$ cat src/hw/cfs_consts.svh
// Constants for the character field scan unit
`ifndef CFS_CONSTS_SVH
`define CFS_CONSTS_SVH
// ---------------------------------------------------------------
// Bus register offsets (byte addresses)
// ---------------------------------------------------------------
`define CFS_REG_CTRL 8'h00
`define CFS_REG_ADDR 8'h04
`define CFS_REG_LEN 8'h08
`define CFS_REG_CHARS 8'h0C
`define CFS_REG_IDX1 8'h10
`define CFS_REG_IDX2 8'h14
`define CFS_REG_PADDR 8'h18
`define CFS_REG_STATUS 8'h1C
`define CFS_REG_COUNT 8'h20
`define CFS_REG_NEXT 8'h24
// ---------------------------------------------------------------
// Control field positions
// ---------------------------------------------------------------
`define CFS_CTRL_START 0
`define CFS_CTRL_RL 1
`define CFS_CTRL_NE 2
`define CFS_CTRL_DC 3
`define CFS_CTRL_IDX_LO 4
`define CFS_CTRL_IDX_HI 5
// ---------------------------------------------------------------
// Widths, offsets and character codes
// ---------------------------------------------------------------
`define CFS_AW 18
`define CFS_LENW 12
`define CFS_NEXT_HIT 3'h4
`define CFS_NEXT_MISS 3'h3
`define CFS_ZERO_CHAR 6'h00
`define CFS_Z12 6'h0A
`define CFS_Z32 6'h1A
`define CFS_Z52 6'h2A
`endif

$ cat src/hw/cfs_pkg.sv
// Types for the character field scan unit
`default_nettype none
package cfs_pkg;
	typedef enum logic [2:0] {
		CFS_IDLE = 3'b000,
		CFS_REQ = 3'b001,
		CFS_WAIT = 3'b010,
		CFS_CMP = 3'b011,
		CFS_DONE = 3'b100
	} cfs_state_t;
endpackage : cfs_pkg
`default_nettype wire

$ cat src/hw/cfs_char_cmp.sv
// Character compare for one scan step
`default_nettype none
`include "cfs_consts.svh"
module cfs_char_cmp
	import cfs_pkg::*;
(
	// Operands
	input wire logic [5:0] char_i,
	input wire logic [5:0] scan_char_i,
	input wire logic [5:0] delimit_char_i,
	// Mode
	input wire logic match_unequal_i,
	input wire logic delimit_i,
	// Results
	output logic qualify_o,
	output logic delimit_hit_o
);
	function automatic logic is_zone_zero(input logic [5:0] c);
		is_zone_zero = (c == `CFS_Z12) || (c == `CFS_Z32) || (c == `CFS_Z52);
	endfunction : is_zone_zero

	logic equal;

	always_comb begin
		// Zoned zero codes never equal a zero scan character
		equal = (char_i == scan_char_i) &&
			!((scan_char_i == `CFS_ZERO_CHAR) && is_zone_zero(char_i));
		if (scan_char_i == `CFS_ZERO_CHAR && is_zone_zero(char_i))
			equal = 1'b0;
		qualify_o = match_unequal_i ? !equal : equal;
		delimit_hit_o = delimit_i && (char_i == delimit_char_i);
	end
endmodule : cfs_char_cmp
`default_nettype wire

$ cat src/hw/cfs_scan_unit.sv
// Character field scan unit with Wishbone registers and storage port
// How it works
// - Left-to-right scans start at high-order char and step down in address.
// - Right-to-left scans start at low-order char and step up.
// - Effective address adds index one (flag 1,3), index two (2), none (0).
// - At most search-length characters are compared, then the scan stops.
// - Equality scan: match gives P+4, exhausted field gives P+3.
// - Inequality scan: differing char gives P+4, all equal gives P+3.
// - Delimited scan: delimiter match stops with P+3.
// - A qualifying compare beats the delimiter when both hit.
// - On success, searched count goes to low 12 bits of count register.
// - With no qualifying char the count register gets the search length.
// - Upper 3 bits of count register are undefined; written zero here.
// - Zoned zero codes 12, 32, 52 octal never equal a zero scan char.
// - In inequality scans those codes are unequal to a zero scan char.
// - Left-to-right scans keep the sign-condition register.
// - Right-to-left scans load sign condition from top 2 bits of first char.
//
// The implementer's own choices: the address map and the Wishbone slave port.
`default_nettype none
`include "cfs_consts.svh"
module cfs_scan_unit
	import cfs_pkg::*;
(
	// Clock and reset
	input wire logic clk_i,
	input wire logic rst_i,
	// Wishbone slave
	input wire logic cyc_i,
	input wire logic stb_i,
	input wire logic we_i,
	input wire logic [7:0] adr_i,
	input wire logic [3:0] sel_i,
	input wire logic [31:0] dat_i,
	output logic [31:0] dat_o,
	output logic ack_o,
	output logic err_o,
	// Character storage port
	output logic mem_req_o,
	output logic [`CFS_AW-1:0] mem_addr_o,
	input wire logic mem_ack_i,
	input wire logic [5:0] mem_char_i,
	// Status
	output logic busy_o,
	output logic [1:0] decimal_sign_condition_o
);
	// ---------------------------------------------------------------
	// Registers
	// ---------------------------------------------------------------
	logic right_to_left, match_unequal, delimit_en;
	logic [1:0] idx_sel;
	logic [`CFS_AW-1:0] base_addr, idx1, idx2, p_addr, next_instruction_fetch;
	logic [`CFS_LENW-1:0] search_len;
	logic [5:0] scan_char, delimit_char;
	logic [14:0] count_reg;
	logic [1:0] decimal_sign_condition;
	logic hit;
	cfs_state_t state;
	logic [`CFS_AW-1:0] cur_addr;
	logic [`CFS_LENW-1:0] searched;
	logic [5:0] cur_char;
	logic first;
	logic ack;
	logic [31:0] rdata;

	logic next_right_to_left, next_match_unequal, next_delimit_en;
	logic [1:0] next_idx_sel;
	logic [`CFS_AW-1:0] next_base_addr, next_idx1, next_idx2, next_p_addr;
	logic [`CFS_AW-1:0] next_next_instruction_fetch, next_cur_addr;
	logic [`CFS_LENW-1:0] next_search_len, next_searched;
	logic [5:0] next_scan_char, next_delimit_char, next_cur_char;
	logic [14:0] next_count_reg;
	logic [1:0] next_decimal_sign_condition;
	logic next_hit, next_first, next_ack;
	cfs_state_t next_state;
	logic [31:0] next_rdata;

	logic qualify, delimit_hit, bus_req, wr, start, mapped;
	logic [31:0] wold, wmerged;
	logic [`CFS_AW-1:0] eff_addr;

	cfs_char_cmp u_cmp (
		.char_i(cur_char),
		.scan_char_i(scan_char),
		.delimit_char_i(delimit_char),
		.match_unequal_i(match_unequal),
		.delimit_i(delimit_en),
		.qualify_o(qualify),
		.delimit_hit_o(delimit_hit)
	);

	function automatic logic [31:0] merge(input logic [31:0] old, input logic [31:0] nw,
		input logic [3:0] sel);
		for (int i = 0; i < 4; i++) begin
			merge[i*8 +: 8] = sel[i] ? nw[i*8 +: 8] : old[i*8 +: 8];
		end
	endfunction : merge

	// ---------------------------------------------------------------
	// Bus decode
	// ---------------------------------------------------------------
	always_comb begin
		bus_req = cyc_i && stb_i && !ack;
		wr = bus_req && we_i && (state == CFS_IDLE);
		case (adr_i)
			`CFS_REG_CTRL, `CFS_REG_ADDR, `CFS_REG_LEN, `CFS_REG_CHARS,
			`CFS_REG_IDX1, `CFS_REG_IDX2, `CFS_REG_PADDR, `CFS_REG_STATUS,
			`CFS_REG_COUNT, `CFS_REG_NEXT: mapped = 1'b1;
			default: mapped = 1'b0;
		endcase
		case (adr_i)
			`CFS_REG_ADDR: wold = {14'h0, base_addr};
			`CFS_REG_LEN: wold = {20'h0, search_len};
			`CFS_REG_CHARS: wold = {18'h0, delimit_char, 2'h0, scan_char};
			`CFS_REG_IDX1: wold = {14'h0, idx1};
			`CFS_REG_IDX2: wold = {14'h0, idx2};
			`CFS_REG_PADDR: wold = {14'h0, p_addr};
			default: wold = 32'h0000_0000;
		endcase
		wmerged = merge(wold, dat_i, sel_i);
		start = wr && (adr_i == `CFS_REG_CTRL) && sel_i[0] && dat_i[`CFS_CTRL_START];
		// Index select of the starting control word, not the stale one
		case (wmerged[`CFS_CTRL_IDX_HI:`CFS_CTRL_IDX_LO])
			2'd1, 2'd3: eff_addr = base_addr + idx1;
			2'd2: eff_addr = base_addr + idx2;
			default: eff_addr = base_addr;
		endcase
	end

	// ---------------------------------------------------------------
	// Next-state logic
	// ---------------------------------------------------------------
	always_comb begin
		next_right_to_left = right_to_left;
		next_match_unequal = match_unequal;
		next_delimit_en = delimit_en;
		next_idx_sel = idx_sel;
		next_base_addr = base_addr;
		next_idx1 = idx1;
		next_idx2 = idx2;
		next_p_addr = p_addr;
		next_search_len = search_len;
		next_scan_char = scan_char;
		next_delimit_char = delimit_char;
		next_count_reg = count_reg;
		next_decimal_sign_condition = decimal_sign_condition;
		next_next_instruction_fetch = next_instruction_fetch;
		next_hit = hit;
		next_state = state;
		next_cur_addr = cur_addr;
		next_searched = searched;
		next_cur_char = cur_char;
		next_first = first;
		next_ack = bus_req;
		next_rdata = 32'h0000_0000;
		if (wr) begin
			case (adr_i)
				`CFS_REG_CTRL: begin
					next_right_to_left = wmerged[`CFS_CTRL_RL];
					next_match_unequal = wmerged[`CFS_CTRL_NE];
					next_delimit_en = wmerged[`CFS_CTRL_DC];
					next_idx_sel = wmerged[`CFS_CTRL_IDX_HI:`CFS_CTRL_IDX_LO];
				end
				`CFS_REG_ADDR: next_base_addr = wmerged[17:0];
				`CFS_REG_LEN: next_search_len = wmerged[11:0];
				`CFS_REG_CHARS: begin
					next_scan_char = wmerged[5:0];
					next_delimit_char = wmerged[13:8];
				end
				`CFS_REG_IDX1: next_idx1 = wmerged[17:0];
				`CFS_REG_IDX2: next_idx2 = wmerged[17:0];
				`CFS_REG_PADDR: next_p_addr = wmerged[17:0];
				default: ;
			endcase
		end
		if (bus_req && !we_i) begin
			case (adr_i)
				`CFS_REG_CTRL: next_rdata = {26'h0, idx_sel, delimit_en, match_unequal,
					right_to_left, 1'b0};
				`CFS_REG_ADDR: next_rdata = {14'h0, base_addr};
				`CFS_REG_LEN: next_rdata = {20'h0, search_len};
				`CFS_REG_CHARS: next_rdata = {18'h0, delimit_char, 2'h0, scan_char};
				`CFS_REG_IDX1: next_rdata = {14'h0, idx1};
				`CFS_REG_IDX2: next_rdata = {14'h0, idx2};
				`CFS_REG_PADDR: next_rdata = {14'h0, p_addr};
				`CFS_REG_STATUS: next_rdata = {28'h0, hit, decimal_sign_condition,
					state != CFS_IDLE};
				`CFS_REG_COUNT: next_rdata = {17'h0, count_reg};
				`CFS_REG_NEXT: next_rdata = {14'h0, next_instruction_fetch};
				default: next_rdata = 32'h0000_0000;
			endcase
		end
		case (state)
			CFS_IDLE: begin
				if (start) begin
					// A zero length ends at once as a miss
					next_state = (search_len == 12'h000) ? CFS_DONE : CFS_REQ;
					next_cur_addr = eff_addr;
					next_searched = 12'h000;
					next_first = 1'b1;
					next_hit = 1'b0;
				end
			end
			CFS_REQ: next_state = CFS_WAIT;
			CFS_WAIT: begin
				if (mem_ack_i) begin
					next_cur_char = mem_char_i;
					next_state = CFS_CMP;
				end
			end
			CFS_CMP: begin
				next_searched = searched + 12'h001;
				next_first = 1'b0;
				if (first && right_to_left)
					next_decimal_sign_condition = cur_char[5:4];
				if (qualify) begin
					next_hit = 1'b1;
					next_state = CFS_DONE;
				end else if (delimit_hit) begin
					next_state = CFS_DONE;
				end else if (searched + 12'h001 == search_len) begin
					next_state = CFS_DONE;
				end else begin
					next_state = CFS_REQ;
					next_cur_addr = right_to_left ? cur_addr + 18'h00001
						: cur_addr - 18'h00001;
				end
			end
			CFS_DONE: begin
				next_state = CFS_IDLE;
				if (hit) begin
					next_count_reg = {3'h0, searched};
					next_next_instruction_fetch = p_addr + {15'h0, `CFS_NEXT_HIT};
				end else begin
					next_count_reg = {3'h0, search_len};
					next_next_instruction_fetch = p_addr + {15'h0, `CFS_NEXT_MISS};
				end
			end
			default: next_state = CFS_IDLE;
		endcase
	end

	// ---------------------------------------------------------------
	// State registers
	// ---------------------------------------------------------------
	always_ff @(posedge clk_i) begin
		if (rst_i) begin
			right_to_left <= 1'b0;
			match_unequal <= 1'b0;
			delimit_en <= 1'b0;
			idx_sel <= 2'h0;
			base_addr <= 18'h0_0000;
			idx1 <= 18'h0_0000;
			idx2 <= 18'h0_0000;
			p_addr <= 18'h0_0000;
			search_len <= 12'h000;
			scan_char <= 6'h00;
			delimit_char <= 6'h00;
			count_reg <= 15'h0000;
			decimal_sign_condition <= 2'h0;
			next_instruction_fetch <= 18'h0_0000;
			hit <= 1'b0;
			state <= CFS_IDLE;
			cur_addr <= 18'h0_0000;
			searched <= 12'h000;
			cur_char <= 6'h00;
			first <= 1'b0;
			ack <= 1'b0;
			rdata <= 32'h0000_0000;
		end else begin
			right_to_left <= next_right_to_left;
			match_unequal <= next_match_unequal;
			delimit_en <= next_delimit_en;
			idx_sel <= next_idx_sel;
			base_addr <= next_base_addr;
			idx1 <= next_idx1;
			idx2 <= next_idx2;
			p_addr <= next_p_addr;
			search_len <= next_search_len;
			scan_char <= next_scan_char;
			delimit_char <= next_delimit_char;
			count_reg <= next_count_reg;
			decimal_sign_condition <= next_decimal_sign_condition;
			next_instruction_fetch <= next_next_instruction_fetch;
			hit <= next_hit;
			state <= next_state;
			cur_addr <= next_cur_addr;
			searched <= next_searched;
			cur_char <= next_cur_char;
			first <= next_first;
			ack <= next_ack;
			rdata <= next_rdata;
		end
	end

	// ---------------------------------------------------------------
	// Outputs
	// ---------------------------------------------------------------
	logic err_q;
	always_ff @(posedge clk_i) begin
		if (rst_i)
			err_q <= 1'b0;
		else
			err_q <= bus_req && !mapped;
	end

	always_comb begin
		ack_o = ack && !err_q;
		err_o = err_q;
		dat_o = rdata;
		mem_req_o = (state == CFS_REQ) || (state == CFS_WAIT);
		mem_addr_o = cur_addr;
		busy_o = state != CFS_IDLE;
		decimal_sign_condition_o = decimal_sign_condition;
	end
endmodule : cfs_scan_unit
`default_nettype wire
$ cat config.mk
export PLATFORM = sky130hd
export DESIGN_NAME = cfs_scan_unit
export DESIGN_NICKNAME = d
export VERILOG_FILES = /design/src/hw/cfs_pkg.sv /design/src/hw/cfs_char_cmp.sv /design/src/hw/cfs_scan_unit.sv
export VERILOG_INCLUDE_DIRS = /design/src /design/src/hw
export SDC_FILE = /design/constraint.sdc
export NUM_CORES = 1
export LEC_CHECK = 0
export ABC_AREA = 0
export ABC_CLOCK_PERIOD_IN_PS = 5300
export CELL_PAD_IN_SITES_DETAIL_PLACEMENT = 1
export CELL_PAD_IN_SITES_GLOBAL_PLACEMENT = 2
export CORE_MARGIN = 2
export CORE_UTILIZATION = 38
export DETAILED_ROUTE_END_ITERATION = 7
export DONT_BUFFER_PORTS = 1
export GPL_ROUTABILITY_DRIVEN = 0
export PLACE_DENSITY_LB_ADDON = 0.2
export SETUP_SLACK_MARGIN = 0.4
export SLEW_MARGIN = 15
export SYNTH_ARGS = -nofsm -noshare
export SYNTH_HDL_FRONTEND = slang
export SYNTH_SLANG_ARGS = --single-unit
$ cat constraint.sdc
create_clock -name clk_i -period 5.3 [get_ports clk_i]
set_input_delay 0.265 -clock clk_i [delete_from_list [all_inputs] [get_ports clk_i]]
set_output_delay 0.265 -clock clk_i [all_outputs]
set_load 0.03 [all_outputs]
==> impl_metrics.toml, run 1 <==
[die]
num_rows = 63
die_x_um = 177.0
core-area_mm2 = 0.02956
fp.dieArea_mm2 = 0.03132
dieHeight_um = 177.0
start_util = 0.3846
ios = 112

[global_route]
grt_max_degree = 171
first_global_vias = 10120
grt-ovfl-total = 0
grt_pass1_wl_um = 61530
antenna_found_initial = 3
grt_use_total = 0.2621

[timing]
grt_setup_unrepaired = "no"
drv_slew = 0
timing.final.hold_violations = 0
worst_pin_slew_ns = 1.009
fin_tns_setup_ns = 0
fin_crit_sh = 0.8844
finalClockSkew_ns = 0.01985
min_period_ns = 4.687
relSlewSlack = 0.3081
fmax_mhz = 213.4
setup_viol = 0

[critical_path]
endpoint_kind = "flop"
critPathRequiredTime_ns = 5.64
crit_type = "flop to flop"
crit_arrival_ns = 5.03
cp-start-kind = "flop"
critical_path.max_fanout = 7

[cts]
cts.path.max_buffers = 2
clock-sinks = 194
clkTransAtPathRegs_ns = 0.08
insertion_delay_ns = 0.48
cts_max_level = 4
cts_setup_buffers = 0
cts_buffers = 17
cts-root-buf = "clkbuf_16"
tritoncts = "built"

[route]
vias = 10240
first_pass_iters = 5
drtIter0Drc = 678
drt-met1-wl_um = 19680
wl_met2_um = 17740
top_layer = "met5"
ant_nets = 0
drc = 0
via_per_inst = 5.754
wire_per_inst_um = 22.75
drt_wl_total_um = 40470
dr_wl_met3_um = 1899

[job]
maxCapViolations = 0

[synthesis]
async_reset_ff_frac = 0
synth_top_cell_area_share = 0.3416
yosys.cell_types.count = 81
synth_most_common_cell = "nand2_1"
synth_edf_count = 0
synth.top_cells.by_area = "dfxtp_1 34%, nand2_1 6.7%, a21oi_1 6.6%, nor2_1 5.9%, mux2i_1 4.4%"
syn_inst = 1417
synth_top_cell_by_area = "dfxtp_1"
ys.flop_type = "dfxtp_1"
ys_warn_count = 0
ys_seq_area_frac = 0.3416
synth_area_mm2 = 0.01137
avgSynthCellArea_um2 = 8.024
synth_commonest_cells = "202 x nand2_1, 194 x dfxtp_1, 178 x nor2_1"
ys_ff_latch = 194

[finish]
drive_gt1_frac = 0.08423
final_nets = 1470
n_fill_cell = 3568
final_util = 0.4148
syn_to_final_growth_pct = 7.847
diodes = 0

[placement]
port_buffers = 0
hpwl_um = 29220

[status]
status = "completed"

[pwr]
p_leak_nw = 4.456
ir_worst_vdd_mv = 0.2193
power_density_mw_per_mm2 = 236.3

[worst_hold_path]
hold_path.class = "input port to flop"
## per-layer routing
layer,vias up,global-route usage
met5,-,0
met4,2,0.09539
met3,50,0.04811
met2,217,0.4030
met1,5037,0.3651
li1,4931,-
## worst paths after layout
| check | from | cells after the start | slack (ns) | endpoint |
|---|---|---|---|---|
| worst max register to register | p_addr[4] | 16 | 0.61 | mem_addr_o[14] |
| worst min-delay path | rst_i | 2 | 0.03 | mem_addr_o[10] |
| worst min register to register | next_instruction_fetch[13] | 2 | 0.46 | dat_o[13] |
| worst max-delay path | p_addr[4] | 16 | 0.61 | mem_addr_o[14] |
## where the power goes
part           leakage [nW]  switching, mW  internal (mW)  total [mW]
clock network         0.289          0.695          0.633        1.33
logic                  2.60         0.0829         0.0287       0.112
registers              1.56        0.00145           1.46        1.46
## logic make-up after synthesis
family	share of synthesized area
simple gates	0.2242
compound gates	0.2118
other cells	0.0003298
mux	0.07373
buf+inv	0.05128
fa+ha+maj	0.04314
xor+xnor	0.05392
flops	0.3416
## worst max-delay path, stage by stage (launching register included)
cell      delay [ns]
dfxtp_1         0.37
mux2_2          0.27
and3_1          0.19
o21ai_0         0.38
nand2_1         0.35
nor2_4          0.32
buf_4           0.22
mux2_2          0.37
ha_1            0.22
a21o_1          0.20
or3_1           0.35
o211a_1         0.25
o21ai_0         0.24
a21oi_1         0.13
or3_1           0.32
a31oi_1         0.32
a211oi_1        0.09
## final cells by class
cell class	count	area, um^2	area share
Multi-Input combinational cell	1115	6989	0.5700
Inverter	24	90.09	0.007347
Clock inverter	15	162.7	0.01327
Sequential cell	194	3884	0.3167
Tap cell	390	488.0	0.03980
Clock buffer	17	425.4	0.03469
Timing Repair Buffer	24	222.7	0.01816
## layout by cell type, fill, tap and decap left out, drive strengths merged, types with 36 or more instances in the layout
cell type,count
ha,36
o21ai,42
dfxtp,194
mux2i,50
nand3,36
a21oi,151
a211oi,47
xor2,40
nor2,180
nand2,204
## stage by stage
step / instances / hold WS [ns] / setup slack (ns) / area, um^2 / power [mW]
2_1_floorplan: 1430 / 0.4122 / 1.234 / 11420 / 1.585
3_3_place_gp: 1737 / 0.3519 / 0.6242 / 11550 / 1.572
3_5_place_dp: 1737 / 0.3520 / 0.5255 / 11550 / 1.572
4_1_cts: 1779 / 0.003070 / 0.5379 / 12250 / 2.927
5_1_grt: 1779 / 0.05135 / 0.4411 / 12260 / 2.984
6_report: 1779 / 0.02935 / 0.6129 / 12260 / 2.897
## what timing repair did
action,in CTS,in global routing
endpoints found under the setup margin,0,3
gates resized for setup,0,2
hold endpoints to repair,171,0
hold buffers,10,0
No activity file was read; power rests on OpenSTA's default activity.
==> inputs of run 2 (changes only) <==
Settings changed: CELL_PAD_IN_SITES_DETAIL_PLACEMENT 1 to default, CELL_PAD_IN_SITES_GLOBAL_PLACEMENT 2 to default, CORE_UTILIZATION 38 to 55.
==> impl_metrics.toml, run 2 (synthesized netlist as in run 1, its figures left out) <==
[global_route]
antenna_found_initial = 0
grt_use_total = 0.3064
first_global_vias = 9444
grt_pass1_wl_um = 52110
grt-ovfl-total = 0
grt_max_degree = 168

[route]
ant_nets = 0
wire_per_inst_um = 20.48
drc = 0
drtIter0Drc = 1133
vias = 10340
drt_wl_total_um = 33810
first_pass_iters = 5
via_per_inst = 6.262

[finish]
diodes = 0
final_util = 0.5960
syn_to_final_growth_pct = 6.064
final_common_cell = "nand2_1"
fin_area_mm2 = 0.01206
final_nets = 1462
drive_gt1_frac = 0.07893
layout.cells.most_common_list = "202 x nand2_1, 194 x dfxtp_1, 178 x nor2_1"

[pwr]
ir_worst_vdd_mv = 0.1644
p_leak_nw = 4.427
pwr-share-comb = 0.035
pwr-share-seq = 0.500
internal_power_mw = 2.180
clock_power_share = 0.464
swShare = 0.2520
power_density_mw_per_mm2 = 241.7
switchingPower_mw = 0.7346

[timing]
fin_crit_sh = 0.8787
min_period_ns = 4.657
fin_tns_setup_ns = 0
fmax_mhz = 214.7
drv_slew = 0
grt_setup_unrepaired = "no"
worst_pin_slew_ns = 1.195
relSlewSlack = 0.1971
fin_ws_ns = 0.6428
timing.final.hold_violations = 0
finalClockSkew_ns = 0.01317
setup_viol = 0

[critical_path]
regToRegSetupSlack_ns = 0.64
reg2reg_depth = 15
cp-start-kind = "flop"
crit_type = "flop to flop"
critical_path.max_fanout = 9
worstReg2RegEnd = "mem_addr_o[14]"
reg2reg_from = "p_addr[4]"
endpoint_kind = "flop"
critPathRequiredTime_ns = 5.62
crit_arrival_ns = 4.98

[cts]
insertion_delay_ns = 0.44
cts_max_level = 4
cts_setup_buffers = 0
clock-sinks = 194
cts_buffers = 17
clkTransAtPathRegs_ns = 0.08
cts.path.max_buffers = 2
cts-root-buf = "clkbuf_16"
tritoncts = "built"

[die]
num_rows = 52
fp.dieArea_mm2 = 0.02184
ios = 112
core-area_mm2 = 0.02023
dieHeight_um = 147.8
die_x_um = 147.8
start_util = 0.5619

[worst_hold_path]
hold_end = "cur_char[2]"
hold_path.class = "input port to flop"
holdCritStartpoint = "mem_char_i[2]"
min_path_cells = 2

[placement]
hpwl_um = 24060
pre_cts_slack_ns = 0.7651
placed_area_mm2 = 0.01135
port_buffers = 0

[status]
status = "completed"

[job]
maxCapViolations = 0
[run 2: cell count changes in the layout (fill, tap and decap cells not counted), moves of 2 or more]
| cell | delta |
|---|---|
| buf_4 | -5 |
| dlygate4sd3_1 | -3 |
| clkinv_4 | -5 |
| clkinvlp_4 | +2 |
| inv_6 | +2 |
[run 2: layout make-up]
cell class                 count  area, um^2
clock buffer                  18       439.2
inverter                      24       90.09
tap                          270       337.8
timing repair buffer          16       155.1
multi-input combinational   1115        6972
sequential                   194        3884
clock inverter                14       181.4
fill                        1848        8175
[run 2: power groups by stage]
stage	clock network, mW	logic, mW	registers, mW
finish	1.35	0.103	1.46
global route	1.43	0.108	1.46
CTS	1.36	0.101	1.46
detailed placement	0	0.0736	1.49
global placement	0	0.0733	1.49
floorplan	0	0.0927	1.49
[run 2: through the flow]
step	hold WS [ns]	power, mW	cells
floorplan	0.4122	1.585	1430
global placement	0.3402	1.566	1612
detailed placement	0.3416	1.566	1612
CTS	0.0002064	2.924	1651
global route	0.0007341	2.998	1651
finish	0.004925	2.915	1651
[run 2: critical path, stage by stage (launching register included)]
cell	delay, ns
dfxtp_1	0.38
mux2_2	0.28
and3_1	0.19
o21ai_0	0.33
nand2_1	0.28
nor2_2	0.49
buf_4	0.29
mux2_2	0.38
ha_1	0.24
or3_1	0.43
o211a_1	0.24
o21ai_0	0.24
a21oi_1	0.13
or3_1	0.31
a31oi_1	0.25
a211oi_1	0.08
[run 2: how the worst max path moves through the flow]
| stage | start | to | slack [ns] |
|---|---|---|---|
| after detailed placement | p_addr[4] | mem_addr_o[14] | 0.77 |
| after CTS | p_addr[4] | mem_addr_o[14] | 0.76 |
| after floorplan | adr_i[2] | mem_addr_o[14] | 1.23 |
| final | p_addr[4] | mem_addr_o[14] | 0.64 |
| after global placement | p_addr[4] | mem_addr_o[14] | 0.82 |
| after global routing | p_addr[4] | mem_addr_o[17] | 0.45 |
[run 2: what timing repair did]
action	in CTS	in global routing
hold buffers	7	0
gates resized for setup	0	0
hold endpoints to repair	167	0
[run 2: routing by layer]
| layer | GRT usage | part of all wire | vias to the layer above |
|---|---|---|---|
| li1 | - | - | 4931 |
| met3 | 0.05617 | 0.084 | 84 |
| met1 | 0.4039 | 0.41 | 4879 |
| met4 | 0.1601 | 0.051 | 0 |
| met2 | 0.4795 | 0.45 | 445 |
| met5 | 0 | 0 | - |
==> inputs of run 3 (changes only) <==
Settings changed: CELL_PAD_IN_SITES_DETAIL_PLACEMENT from default to 1, CELL_PAD_IN_SITES_GLOBAL_PLACEMENT from default to 1, CORE_UTILIZATION 55 to 48.
==> impl_metrics.toml, run 3 (synthesized netlist as in run 1, its figures left out) <==
[cts]
cts-root-buf = "clkbuf_16"
cts.path.max_buffers = 2
clkTransAtPathRegs_ns = 0.09
cts_setup_buffers = 0
insertion_delay_ns = 0.45
cts_buffers = 17
clock-sinks = 194
tritoncts = "built"
cts_max_level = 4

[timing]
drv_slew = 0
worst_pin_slew_ns = 1.072
setup_viol = 0
finalClockSkew_ns = 0.01455
fin_crit_sh = 0.8832
timing.final.hold_violations = 0
fin_tns_setup_ns = 0
holdWs_ns = 0.01145
fin_ws_ns = 0.6192
fmax_mhz = 213.6
relSlewSlack = 0.2817
grt_setup_unrepaired = "no"
min_period_ns = 4.681

[pwr]
power_density_mw_per_mm2 = 238.4
ir_worst_vdd_mv = 0.1670
p_leak_nw = 4.446

[placement]
port_buffers = 0
pre_cts_slack_ns = 0.5200
place_inst = 1664
hpwl_um = 26970
placed_area_mm2 = 0.01144

[worst_hold_path]
hold_path.class = "input port to flop"

[route]
first_pass_iters = 5
via_per_inst = 6.151
top_layer = "met5"
wl_met2_um = 18670
drt-met1-wl_um = 16580
drt_wl_total_um = 37620
vias = 10490
drc = 0
wire_per_inst_um = 22.05
drtIter0Drc = 727
ant_nets = 0
dr_wl_met3_um = 1635

[global_route]
grt_use_total = 0.3081
grt_max_degree = 168
grt_pass1_wl_um = 59010
first_global_vias = 10420
antenna_found_initial = 1
grt-ovfl-total = 0

[critical_path]
regToRegSetupSlack_ns = 0.62
crit_type = "flop to flop"
endpoint_kind = "flop"
critPathRequiredTime_ns = 5.65
cp-start-kind = "flop"
crit_arrival_ns = 5.04
critical_path.max_fanout = 7

[die]
core-area_mm2 = 0.02333
ios = 112
die_x_um = 157.9
dieHeight_um = 157.9
fp.dieArea_mm2 = 0.02493
num_rows = 56
start_util = 0.4873

[finish]
syn_to_final_growth_pct = 6.944
drive_gt1_frac = 0.08153
stdcell_count = 1706
final_common_cell = "nand2_1"
ff_latch_area_mm2 = 0.003884
n_fill_cell = 2859
multiInputGateArea_mm2 = 0.006979
layout.cells.most_common_list = "202 x nand2_1, 194 x dfxtp_1, 177 x nor2_1"
final_nets = 1467
fin_area_mm2 = 0.01216

[status]
status = "completed"

[job]
maxCapViolations = 0
==> run 3: where the power goes <==
part           total [mW]  switching (mW)  internal [mW]
Sequential           1.46         0.00150           1.46
Combinational       0.106          0.0776         0.0283
Clock                1.33           0.689          0.645
==> run 3: repair_timing <==
action	4_1_cts	5_1_grt
hold endpoints to repair	168	0
hold buffers	9	0
setup endpoints to repair	0	5
resized for setup	0	1
==> run 3: layout make-up <==
| type | count | share of cell area |
|---|---|---|
| diodes | 1 | 0.0002058 |
| clock buffers | 17 | 0.03499 |
| clock inverters | 15 | 0.01492 |
| inverters | 24 | 0.007409 |
| multi-input cells | 1115 | 0.5740 |
| flip-flops and latches | 194 | 0.3194 |
| well taps | 319 | 0.03283 |
| repair buffers | 21 | 0.01626 |
==> run 3: worst max-delay path, cell delays in order (launching register included) <==
cell and delay (ns):
dfxtp_1 0.38, mux2_2 0.28, and3_1 0.18, o21ai_0 0.43, nand2_1 0.33, nor2_4 0.33
mux2_2 0.40, ha_1 0.29, a211oi_1 0.33, o21ai_0 0.24, a41oi_1 0.33, o21bai_1 0.11
xnor2_1 0.13, o21ai_0 0.35, o21ai_0 0.22, a211oi_2 0.26
==> run 3: path summary, 6_finish.rpt <==
kind,end,start,cells past startpoint
setup / recovery,mem_addr_o[11],p_addr[4],15
hold reg to reg,dat_o[13],next_instruction_fetch[13],2
setup reg to reg,mem_addr_o[11],p_addr[4],15
hold / removal,mem_addr_o[10],rst_i,2
==> run 3: per-stage QoR <==
stage                       util  power, mW
after detailed placement  0.4902      1.566
after floorplan                -      1.585
after global placement    0.4902      1.565
after global routing      0.5210      2.972
final                     0.5211      2.899
after CTS                 0.5208      2.908
==> run 3: metal layers <==
layer,GRT usage,vias up
li1,-,4943
met1,0.3939,5271
met2,0.5418,234
met3,0.04243,43
met4,0.08528,2
met5,0,-
